File: src/rtl/shmem_pkg.sv
`default_nettype none
package shmem_pkg;
    // apb register map
    localparam logic [7:0] CTRL_OFF = 8'h00;
    localparam logic [7:0] STATUS_OFF = 8'h04;
    localparam logic [7:0] LEDSEL_OFF = 8'h08;
    // ctrl fields
    localparam int CTRL_EXT_PORT_EN_BIT = 0;
    localparam int CTRL_SW_TP_BIT = 1;
    localparam int CTRL_EXT_ADDR_IFACE_MODE_BIT = 2;
    localparam logic [31:0] CTRL_RESET = 32'h0000_0000;
    localparam logic [31:0] LEDSEL_RESET = 32'h0000_0000;
    // io window
    localparam logic [9:0] IO_BASE_0 = 10'h300;
    localparam logic [9:0] IO_BASE_1 = 10'h320;
    localparam logic [9:0] IO_BASE_2 = 10'h340;
    localparam logic [9:0] IO_BASE_3 = 10'h360;
    localparam int PROM_WINDOW_BYTES = 16;
    localparam int ADDR_BUF_STAGES = 6;
    // timing
    localparam int CLK_MHZ = 50;
    localparam int PRIV_ACCESS_NS = 100;
    localparam int PRIV_ACCESS_CYC =
        (PRIV_ACCESS_NS * CLK_MHZ + 999) / 1000;
    localparam int RESET_MIN_XTAL_PERIODS = 10;

    typedef enum logic [2:0] {
        ST_IDLE, ST_LO, ST_HI, ST_WR, ST_DONE
    } cyc_state_e;

    typedef struct packed {
        logic ior_n;
        logic iow_n;
        logic memr_n;
        logic memw_n;
        logic aen;
        logic sbhe_n;
        logic [15:0] sa;
    } isa_cmd_s;
endpackage
`default_nettype wire
File: src/rtl/edge_seen.sv
`default_nettype none
// sticky flag set once the chosen edge has been seen on a line
module edge_seen #(
    parameter bit RISING = 1'b0
) (
    input wire logic clk_in,
    input wire logic rst_n_in,
    input wire logic clear_in,
    input wire logic line_in,
    output logic seen_out
);
    logic last_q;
    always_ff @(posedge clk_in or negedge rst_n_in) begin
        if (!rst_n_in) begin
            last_q <= !RISING;
            seen_out <= 1'b0;
        end else begin
            last_q <= line_in;
            if (clear_in) begin
                seen_out <= 1'b0;
            end else if (RISING ? (line_in && !last_q)
                                : (!line_in && last_q)) begin
                seen_out <= 1'b1;
            end
        end
    end
endmodule // edge_seen
`default_nettype wire

File: src/rtl/shmem_board_iface.sv
// Our own choices: the address map and the APB slave port.
`default_nettype none
// Operation
// host holds reset ten clock periods
// reset drives outputs to defined idle
// 8-bit only until sbhe falls once
// drive data on read, capture on write
// buffer enable low copies upper address
// low 16 io bytes read station prom
// boot match with memr selects boot rom
// transceiver disable high for twisted pair/sleep
// io base chosen by two map inputs
// indicators active low, software selected
// ext address mode repurposes indicators
// port select pin used when enabled
// reject when filter or reject pin
// sleep resets and ignores inputs
// host waits before starting after wake
// arch select sampled after reset
// shared match drives ram strobes
// board supplies timing source
// scan output high-z when idle
// io valid only aen low and match
// ready high once data valid
// io 16-bit only after iocs16 high
// outside window ignored, data high-z
// 16-bit memory read as two bytes
module shmem_board_iface (
    input wire logic clk_in,
    input wire logic rst_n_in,
    input wire logic sleep_n_in,
    input wire logic arch_select_n_in,
    input wire shmem_pkg::isa_cmd_s isa_in,
    input wire logic [15:0] sd_in,
    output logic [15:0] sd_out,
    output logic [15:0] sd_oe_out,
    output logic iochrdy_out,
    input wire logic iocs16_in,
    output logic iocs16_out,
    output logic iocs16_oe_out,
    input wire logic [1:0] io_base_map_in,
    input wire logic boot_rom_match_n_in,
    input wire logic shmem_match_n_in,
    output logic addr_buf_enable_n_out,
    output logic station_prom_select_n_out,
    output logic boot_rom_select_n_out,
    output logic ram_out_enable_n_out,
    output logic ram_write_enable_n_out,
    output logic [9:0] local_addr_bus_out,
    output logic local_addr_bus_oe_out,
    input wire logic [7:0] local_data_bus_in,
    output logic [7:0] local_data_bus_out,
    output logic local_data_bus_oe_out,
    output logic xcvr_disable_out,
    input wire logic port_select_in,
    input wire logic filter_reject_in,
    output logic frame_reject_out,
    input wire logic [3:0] led_cond_in,
    input wire logic frame_start_delim_in,
    input wire logic serial_rx_data_in,
    input wire logic serial_rx_clk_in,
    output logic [3:0] indicator_n_out,
    input wire logic scan_active_in,
    input wire logic scan_data_in,
    output logic scan_data_out,
    output logic scan_data_oe_out,
    output logic [7:0] io_wr_data_out,
    output logic [3:0] io_wr_addr_out,
    output logic io_wr_strobe_out,
    input wire logic psel,
    input wire logic penable,
    input wire logic pwrite,
    input wire logic [7:0] paddr,
    input wire logic [31:0] pwdata,
    output logic [31:0] prdata,
    output logic pready,
    output logic pslverr
);
    ////////////////////////////////////////////////////////////////////////
    // reset and sleep: sleep is an internal reset
    logic int_rst;
    logic arch_q;
    logic arch_taken_q;
    logic shared_mode;
    logic sbhe_seen;
    logic iocs16_seen;
    assign int_rst = !sleep_n_in;
    assign shared_mode = arch_taken_q && !arch_q;

    always_ff @(posedge clk_in or negedge rst_n_in) begin
        if (!rst_n_in) begin
            arch_q <= 1'b1;
            arch_taken_q <= 1'b0;
        end else if (!arch_taken_q) begin
            arch_q <= arch_select_n_in;
            arch_taken_q <= 1'b1;
        end
    end

    edge_seen #(.RISING(1'b0)) u_sbhe (
        .clk_in(clk_in),
        .rst_n_in(rst_n_in),
        .clear_in(int_rst),
        .line_in(isa_in.sbhe_n),
        .seen_out(sbhe_seen)
    );

    edge_seen #(.RISING(1'b1)) u_iocs16 (
        .clk_in(clk_in),
        .rst_n_in(rst_n_in),
        .clear_in(int_rst),
        .line_in(iocs16_in),
        .seen_out(iocs16_seen)
    );

    ////////////////////////////////////////////////////////////////////////
    // apb registers
    logic [31:0] ctrl_q;
    logic [31:0] ledsel_q;
    logic apb_wr;
    assign apb_wr = psel && penable && pwrite;

    always_ff @(posedge clk_in or negedge rst_n_in) begin
        if (!rst_n_in) begin
            ctrl_q <= shmem_pkg::CTRL_RESET;
            ledsel_q <= shmem_pkg::LEDSEL_RESET;
        end else if (int_rst) begin
            ctrl_q <= shmem_pkg::CTRL_RESET;
            ledsel_q <= shmem_pkg::LEDSEL_RESET;
        end else if (apb_wr) begin
            if (paddr == shmem_pkg::CTRL_OFF) begin
                ctrl_q <= {29'h0, pwdata[2:0]};
            end else if (paddr == shmem_pkg::LEDSEL_OFF) begin
                ledsel_q <= {24'h0, pwdata[7:0]};
            end
        end
    end

    logic [31:0] status_word;
    always_ff @(posedge clk_in or negedge rst_n_in) begin
        if (!rst_n_in) begin
            prdata <= 32'h0000_0000;
            pready <= 1'b0;
            pslverr <= 1'b0;
        end else begin
            pready <= psel && !penable;
            pslverr <= 1'b0;
            prdata <= 32'h0000_0000;
            if (psel && !penable && !pwrite) begin
                if (paddr == shmem_pkg::CTRL_OFF) begin
                    prdata <= ctrl_q;
                end else if (paddr == shmem_pkg::STATUS_OFF) begin
                    prdata <= status_word;
                end else if (paddr == shmem_pkg::LEDSEL_OFF) begin
                    prdata <= ledsel_q;
                end else begin
                    pslverr <= 1'b1;
                end
            end else if (psel && !penable) begin
                pslverr <= (paddr != shmem_pkg::CTRL_OFF) &&
                           (paddr != shmem_pkg::LEDSEL_OFF);
            end
        end
    end

    ////////////////////////////////////////////////////////////////////////
    // io decode
    logic [9:0] io_base;
    logic io_hit;
    logic prom_hit;
    always_comb begin
        if (io_base_map_in == 2'b00) begin
            io_base = shmem_pkg::IO_BASE_0;
        end else if (io_base_map_in == 2'b01) begin
            io_base = shmem_pkg::IO_BASE_1;
        end else if (io_base_map_in == 2'b10) begin
            io_base = shmem_pkg::IO_BASE_2;
        end else begin
            io_base = shmem_pkg::IO_BASE_3;
        end
    end
    // window is 32 bytes; sa0 selects byte within word
    assign io_hit = !isa_in.aen &&
        (isa_in.sa[9:5] == io_base[9:5]) && shared_mode;
    assign prom_hit = io_hit && (isa_in.sa[4] == 1'b0);

    ////////////////////////////////////////////////////////////////////////
    // cycle sequencer
    shmem_pkg::cyc_state_e state_q;
    logic [7:0] wait_q;
    logic [7:0] lo_byte_q;
    logic wide_q;
    logic is_boot_q;
    logic is_ram_q;
    logic mem_rd;
    logic mem_wr;
    logic io_rd;
    logic io_wr;
    logic cmd_active;
    assign mem_rd = !isa_in.memr_n &&
        (!boot_rom_match_n_in || !shmem_match_n_in);
    assign mem_wr = !isa_in.memw_n && !shmem_match_n_in;
    assign io_rd = !isa_in.ior_n && io_hit;
    assign io_wr = !isa_in.iow_n && io_hit;
    assign cmd_active = !isa_in.ior_n || !isa_in.iow_n ||
        !isa_in.memr_n || !isa_in.memw_n;

    always_ff @(posedge clk_in or negedge rst_n_in) begin
        if (!rst_n_in) begin
            state_q <= shmem_pkg::ST_IDLE;
            wait_q <= 8'h00;
            lo_byte_q <= 8'h00;
            wide_q <= 1'b0;
            is_boot_q <= 1'b0;
            is_ram_q <= 1'b0;
            sd_out <= 16'h0000;
            sd_oe_out <= 16'h0000;
            iochrdy_out <= 1'b1;
            iocs16_out <= 1'b0;
            iocs16_oe_out <= 1'b0;
            addr_buf_enable_n_out <= 1'b1;
            station_prom_select_n_out <= 1'b1;
            boot_rom_select_n_out <= 1'b1;
            ram_out_enable_n_out <= 1'b1;
            ram_write_enable_n_out <= 1'b1;
            local_addr_bus_out <= 10'h000;
            local_addr_bus_oe_out <= 1'b0;
            local_data_bus_out <= 8'h00;
            local_data_bus_oe_out <= 1'b0;
            io_wr_data_out <= 8'h00;
            io_wr_addr_out <= 4'h0;
            io_wr_strobe_out <= 1'b0;
        end else if (int_rst) begin
            state_q <= shmem_pkg::ST_IDLE;
            sd_oe_out <= 16'h0000;
            iochrdy_out <= 1'b1;
            iocs16_oe_out <= 1'b0;
            addr_buf_enable_n_out <= 1'b1;
            station_prom_select_n_out <= 1'b1;
            boot_rom_select_n_out <= 1'b1;
            ram_out_enable_n_out <= 1'b1;
            ram_write_enable_n_out <= 1'b1;
            local_addr_bus_oe_out <= 1'b0;
            local_data_bus_oe_out <= 1'b0;
            io_wr_strobe_out <= 1'b0;
        end else begin
            io_wr_strobe_out <= 1'b0;
            // 16-bit io claim for register space only
            iocs16_oe_out <= io_hit && !prom_hit && iocs16_seen;
            iocs16_out <= 1'b0;
            case (state_q)
                shmem_pkg::ST_IDLE: begin
                    wait_q <= 8'h00;
                    wide_q <= sbhe_seen && !isa_in.sbhe_n &&
                        !isa_in.sa[0];
                    is_boot_q <= !boot_rom_match_n_in;
                    is_ram_q <= !shmem_match_n_in;
                    local_addr_bus_out <= isa_in.sa[9:0];
                    if (mem_rd || (io_rd && prom_hit)) begin
                        iochrdy_out <= 1'b0;
                        local_addr_bus_oe_out <= 1'b1;
                        addr_buf_enable_n_out <= 1'b0;
                        station_prom_select_n_out <= !io_rd;
                        boot_rom_select_n_out <=
                            !(mem_rd && !boot_rom_match_n_in);
                        ram_out_enable_n_out <=
                            !(mem_rd && boot_rom_match_n_in);
                        state_q <= shmem_pkg::ST_LO;
                    end else if (mem_wr || io_wr) begin
                        iochrdy_out <= 1'b0;
                        local_addr_bus_oe_out <= mem_wr;
                        addr_buf_enable_n_out <= !mem_wr;
                        state_q <= shmem_pkg::ST_WR;
                    end
                end
                shmem_pkg::ST_LO: begin
                    wait_q <= wait_q + 8'h01;
                    if (wait_q == 8'(shmem_pkg::PRIV_ACCESS_CYC - 1)) begin
                        wait_q <= 8'h00;
                        lo_byte_q <= local_data_bus_in;
                        if (wide_q && !io_rd) begin
                            local_addr_bus_out[0] <= 1'b1;
                            state_q <= shmem_pkg::ST_HI;
                        end else begin
                            sd_out <= {8'h00, local_data_bus_in};
                            sd_oe_out <= 16'h00ff;
                            iochrdy_out <= 1'b1;
                            state_q <= shmem_pkg::ST_DONE;
                        end
                    end
                end
                shmem_pkg::ST_HI: begin
                    wait_q <= wait_q + 8'h01;
                    if (wait_q == 8'(shmem_pkg::PRIV_ACCESS_CYC - 1)) begin
                        sd_out <= {local_data_bus_in, lo_byte_q};
                        sd_oe_out <= 16'hffff;
                        iochrdy_out <= 1'b1;
                        state_q <= shmem_pkg::ST_DONE;
                    end
                end
                shmem_pkg::ST_WR: begin
                    wait_q <= wait_q + 8'h01;
                    local_data_bus_out <= sd_in[7:0];
                    local_data_bus_oe_out <= is_ram_q;
                    ram_write_enable_n_out <= !is_ram_q;
                    if (wait_q == 8'(shmem_pkg::PRIV_ACCESS_CYC - 1)) begin
                        io_wr_data_out <= sd_in[7:0];
                        io_wr_addr_out <= isa_in.sa[3:0];
                        io_wr_strobe_out <= !is_ram_q;
                        ram_write_enable_n_out <= 1'b1;
                        iochrdy_out <= 1'b1;
                        state_q <= shmem_pkg::ST_DONE;
                    end
                end
                default: begin
                    if (!cmd_active) begin
                        sd_oe_out <= 16'h0000;
                        station_prom_select_n_out <= 1'b1;
                        boot_rom_select_n_out <= 1'b1;
                        ram_out_enable_n_out <= 1'b1;
                        addr_buf_enable_n_out <= 1'b1;
                        local_addr_bus_oe_out <= 1'b0;
                        local_data_bus_oe_out <= 1'b0;
                        state_q <= shmem_pkg::ST_IDLE;
                    end
                end
            endcase
        end
    end

    ////////////////////////////////////////////////////////////////////////
    // network side pins
    logic tp_sel;
    logic ext_addr_iface_mode;
    assign ext_addr_iface_mode = ctrl_q[shmem_pkg::CTRL_EXT_ADDR_IFACE_MODE_BIT];
    assign tp_sel = (ctrl_q[shmem_pkg::CTRL_EXT_PORT_EN_BIT] && !ext_addr_iface_mode) ?
        port_select_in : ctrl_q[shmem_pkg::CTRL_SW_TP_BIT];
    assign status_word = {24'h0, sbhe_seen, iocs16_seen, shared_mode,
        tp_sel, int_rst, state_q};

    always_ff @(posedge clk_in or negedge rst_n_in) begin
        if (!rst_n_in) begin
            xcvr_disable_out <= 1'b1;
            frame_reject_out <= 1'b0;
            indicator_n_out <= 4'hf;
            scan_data_out <= 1'b0;
            scan_data_oe_out <= 1'b0;
        end else begin
            xcvr_disable_out <= tp_sel || int_rst;
            frame_reject_out <= !int_rst && (filter_reject_in ||
                (ext_addr_iface_mode && port_select_in));
            scan_data_oe_out <= scan_active_in;
            scan_data_out <= scan_data_in;
            if (int_rst) begin
                indicator_n_out <= 4'hf;
            end else if (ext_addr_iface_mode) begin
                indicator_n_out <= {serial_rx_clk_in, serial_rx_data_in,
                    frame_start_delim_in,
                    !(led_cond_in[0] && ledsel_q[0])};
            end else begin
                indicator_n_out <= ~(led_cond_in & ledsel_q[3:0]);
            end
        end
    end

    ////////////////////////////////////////////////////////////////////////
    a_ready_low_cycle: assert property (
        @(posedge clk_in) disable iff (!rst_n_in || int_rst)
        (state_q == shmem_pkg::ST_IDLE && io_rd && prom_hit) |=>
            !iochrdy_out ##[1:8] iochrdy_out && sd_oe_out == 16'h00ff)
        else $error("ready or data not in time");
    a_xcvr_follows: assert property (
        @(posedge clk_in) disable iff (!rst_n_in)
        int_rst |=> xcvr_disable_out)
        else $error("transceiver not disabled in sleep");
    a_sleep_quiet: assert property (
        @(posedge clk_in) disable iff (!rst_n_in)
        $past(int_rst) |-> sd_oe_out == 16'h0000 && ram_write_enable_n_out)
        else $error("outputs active in sleep");
    a_prom_no_cs16: assert property (
        @(posedge clk_in) disable iff (!rst_n_in)
        !station_prom_select_n_out |-> !iocs16_oe_out)
        else $error("iocs16 during prom read");
    a_narrow_before: assert property (
        @(posedge clk_in) disable iff (!rst_n_in)
        !sbhe_seen && state_q == shmem_pkg::ST_LO |=> state_q !=
            shmem_pkg::ST_HI)
        else $error("wide cycle before sbhe edge");
    a_cs16_gate: assert property (
        @(posedge clk_in) disable iff (!rst_n_in)
        iocs16_oe_out |-> $past(iocs16_seen))
        else $error("16-bit io before iocs16 high");
    a_outside_quiet: assert property (
        @(posedge clk_in) disable iff (!rst_n_in)
        state_q == shmem_pkg::ST_IDLE && !mem_rd && !mem_wr && !io_hit
            |=> state_q == shmem_pkg::ST_IDLE)
        else $error("foreign cycle claimed");
    a_boot_select: assert property (
        @(posedge clk_in) disable iff (!rst_n_in || int_rst)
        state_q == shmem_pkg::ST_IDLE && mem_rd && !boot_rom_match_n_in
            |=> !boot_rom_select_n_out && ram_out_enable_n_out)
        else $error("boot rom not selected");
endmodule // shmem_board_iface
`default_nettype wire

File: config.mk
export PLATFORM = sky130hd
export DESIGN_NAME = shmem_board_iface
export DESIGN_NICKNAME = d
export VERILOG_FILES = /design/src/rtl/shmem_pkg.sv /design/src/rtl/edge_seen.sv /design/src/rtl/shmem_board_iface.sv
export SDC_FILE = /design/constraint.sdc
export NUM_CORES = 1
export LEC_CHECK = 0
export BUFFER_PORTS_ARGS = -buffer_cell sky130_fd_sc_hd__buf_2
export CAP_MARGIN = 10
export CORE_MARGIN = 1.5
export CORE_UTILIZATION = 35
export CTS_BUF_LIST = sky130_fd_sc_hd__clkbuf_8 sky130_fd_sc_hd__clkbuf_16
export DETAILED_ROUTE_END_ITERATION = 10
export PLACE_DENSITY = 0.61
export SYNTH_ARGS = -nofsm -noshare
export SYNTH_HDL_FRONTEND = slang
export SYNTH_HIERARCHICAL = 1
export SYNTH_SLANG_ARGS = --single-unit
export TNS_END_PERCENT = 10
File: constraint.sdc
create_clock -name clk_in -period 2.3 [get_ports clk_in]
set_input_delay 0.23 -clock clk_in [delete_from_list [all_inputs] [get_ports clk_in]]
set_output_delay 0.23 -clock clk_in [all_outputs]
set_load 0.01 [all_outputs]
==> impl_results.md <==
- Vias per cell: ~4.8
- Maximum VDD drop: 0.496 mV
- Ranking of synthesized cells by area: dfrtp_1, mux2_2, dfstp_2
- Routed wire length: roughly 12000 um
- Seq. cell area: 2870 um^2
- Tot Pwr: 6.87 mW
- First-pass GRT wire length: 19500 um
- Dominant synthesized flop cell: dfrtp_1
- Hold endpoint: frame_reject_out
- Fin crit period: between 1.5 and 2 ns
- Routed length per placed instance: 14.4 um
- Ports: roughly 220
- Pre-CTS setup slack: ~0.23 ns
- Global route total overflow: 0
- Critical Path Sink Type: flip-flop
- Reg power frac: about 38%
- Site row count: 44
- Setup_tns: 0 ns
- Drt initial violations: between 150 and 200
- Count leader, synth: dfrtp_1
- Placed cell areas: 6130 um^2
- Layout cells sized above 1: 40.2%
- Worst path arrival time: 2.26 ns
- Library cells used by synthesis: 56
- Setup crit start kind: flip-flop
- First-pass iteration count of the detailed router: 4
- Share of the synthesized area in the top cell type: 48.2%
- Syn. warnings: 6
- Switching power: 1.99 mW
- Vias in the first global route: 3938
- FF+latch count, synth: approximately 110
- Final RePlAce weighted congestion: ~0.79
- Sink Count: around 110
- Antenna diode count: 0
- Routed Antenna Nets: 0
- Leakage: between 3 and 4 nW
- Die height: 125 um
- Die Footprint: roughly 16000 um^2
- Final setup viols: 0
- Reg-to-reg endpoint: wait_q[0]
- Fmax: slightly above 500 MHz
- Worst-path fanout max: 8
- Yosys top cell by area: dfrtp_1
- H-tree depth: 4
- Critical path required time: 2.59 ns
- RSZ-0062 raised after global routing: false
- Gr usage total: around 16%
- Status: finished, final reports clean
- Max_slew headroom: 56.2%
- Critical path type: reg2reg
- Cts repair resizes: 0
- CTS tree: built
- CTS max path bufs: 2
- Postcts setup bufs: 0
- Hold path start: filter_reject_in
- Synthesized area per cell: about 11 um^2
- Clk slew on worst S/H paths: 0.05 ns
- Clk pwr share: 37.7%
- Final Hold Fails: 0
- Combinational share of power: 24.4%
- Mapped Cells: 467
- Layout Skew: 0.00663 ns
- Final Util: 46.5%
- Clock Latency Late Sink: slightly above 0.4 ns
- CTS Root Cell: clkbuf_16
- Dpl hpwl: 8560 um
- Min-delay worst type: in2reg
- Layout area overhead: 29.3%
- Sw frac: 29.0%
- Placeable Area: 14600 um^2
- Final setup margin: 0.328 ns
- Area of the multi-input gates: 2050 um^2
- EDFF count, synth: 0
- Hold path depth: 3
- Port Buf Inserts: 160
- R2R Setup Slk: 0.33 ns
- Die width: 125 um
- Cts bufs inserted: 17
- DRC: 0
- Nets: 745
- P_int: 4.88 mW
- Most instantiated cells after synthesis: dfrtp_1, nand2_1, buf_4
- Fin crit share: 85.7%
- Fillers: 1371
- Mapped Area: 5240 um^2
- Post-route cell area: between 6000 and 7000 um^2
- Tightest Pin Transition: 0.657 ns
- Worst r2r src: wait_q[5]
- Post-synthesis sequential area ratio: 54.7%
- Path depth of the worst reg2reg path: 5
- Effective utilization at floorplan: 35.9%
- Largest net degree at the start of global routing: 115
- Pins Over Slew Limit: 0
- Routed vias: 3956
- Initial antenna violation count: 1
- Post-synth ARST share: 100%
- Max-cap check violation count: 0
- Pwr Density: 1010 nW/um^2
[state kept, by name, indices dropped and copies added, names as in the netlist, 2 cells and up]
register,count
local_data_bus_out,8
io_wr_addr_out,4
ledsel_q,8
sd_out,16
sd_oe_out,2
local_addr_bus_out,10
prdata,8
io_wr_data_out,8
wait_q,8
indicator_n_out,4
lo_byte_q,8
ctrl_q,3
state_q,3
[stage by stage]
step                      hold slack (ns)  cells
final                              0.0462    831
after global placement              0.340    793
after CTS                          0.0233    831
after global routing               0.0334    831
after floorplan                   -0.0656    491
after detailed placement            0.339    793
[placed cells by master (no fill, tap or decap), types with 2 or more instances in the layout]
cell / netlist / routed
a22o_1: 4 / 4
buf_2: 6 / 159
a21o_1: 2 / 2
or3b_1: 2 / 2
o32ai_1: 2 / 2
dfrtp_1: 101 / 101
or3_1: 5 / 5
clkinv_2: 0 / 4
ha_1: 2 / 2
dfstp_2: 13 / 13
nand4_1: 2 / 2
o22ai_1: 3 / 3
dlygate4sd3_1: 0 / 6
a22oi_1: 5 / 5
o21ai_1: 23 / 23
a21oi_1: 12 / 12
clkbuf_16: 0 / 17
nand2b_1: 5 / 5
or2_2: 2 / 2
nor2b_1: 8 / 8
and3_1: 5 / 5
mux2_2: 31 / 31
nor4_1: 2 / 2
clkinvlp_4: 0 / 2
nor2_1: 36 / 36
nand3_1: 9 / 9
nor3_1: 6 / 6
inv_1: 14 / 18
o21ai_0: 7 / 7
buf_4: 39 / 15
mux2_1: 13 / 13
a2111oi_0: 2 / 2
conb_1: 2 / 26
nand2_1: 42 / 42
mux2i_1: 23 / 23
bufinv_16: 0 / 3
xnor2_1: 3 / 3
a21oi_2: 2 / 2
a31oi_1: 2 / 2
[what timing repair did]
item / CTS / global route
hold endpoints to repair: 106 / 0
hold buffers: 6 / 0
setup endpoints to repair: 0 / 0
[worst max-delay path: stages, from the launching register on]
cell	delay [ns]
dfrtp_1	0.41
or3_1	0.43
or2_1	0.32
a21oi_4	0.27
nor2_1	0.14
mux2_2	0.28
[worst max path at each step]
stage / start / end / slack (ns) / cells after the start
after detailed placement: sleep_n_in / local_data_bus_out[0] / 0.23 / 7
after global placement: sleep_n_in / local_data_bus_out[4] / 0.27 / 7
after global routing: wait_q[0] / wait_q[0] / 0.21 / 7
after CTS: wait_q[5] / wait_q[0] / 0.32 / 5
after floorplan: state_q[2] / state_q[1] / 0.35 / 6
final: wait_q[5] / wait_q[0] / 0.33 / 5
[area by class of cell]
type	instances	share of cell area [%]
clock buffer	18	6.48
clock inverter	14	2.20
inverter	15	0.831
multi-input combinational	305	30.2
sequential	114	42.3
tap	184	3.40
timing repair buffer	181	14.6
[layer usage]
layer / vias to the layer above / global-route usage [%] / share of wire [%]
li1: 1895 / - / -
met1: 1927 / 19.0 / 43
met2: 115 / 25.7 / 50
met3: 17 / 4.75 / 5.2
met4: 2 / 7.29 / 1.6
met5: - / 0 / 0.13
[power by group through the flow]
stage / registers, mW / clock network (mW) / logic, mW
3_5_place_dp: 2.64 / 0 / 1.69
3_3_place_gp: 2.62 / 0 / 1.66
6_report: 2.61 / 2.59 / 1.67
5_1_grt: 2.66 / 2.75 / 1.84
2_1_floorplan: 2.75 / 0 / 1.01
4_1_cts: 2.61 / 2.66 / 1.70
[kinds of logic (layout without fill, tap and decap cells)]
group           Yosys count  in the layout  share of synthesized area [%]
compound gates           72             72                           9.33
mux                      67             67                           13.8
other cells               2             26                          0.143
simple gates            135            135                           12.8
flops                   114            114                           54.7
buf+inv                  72            228                           8.23
fa+ha+maj                 2              2                          0.477
xor+xnor                  3              3                          0.501
(Power assumes the default switching activity.)
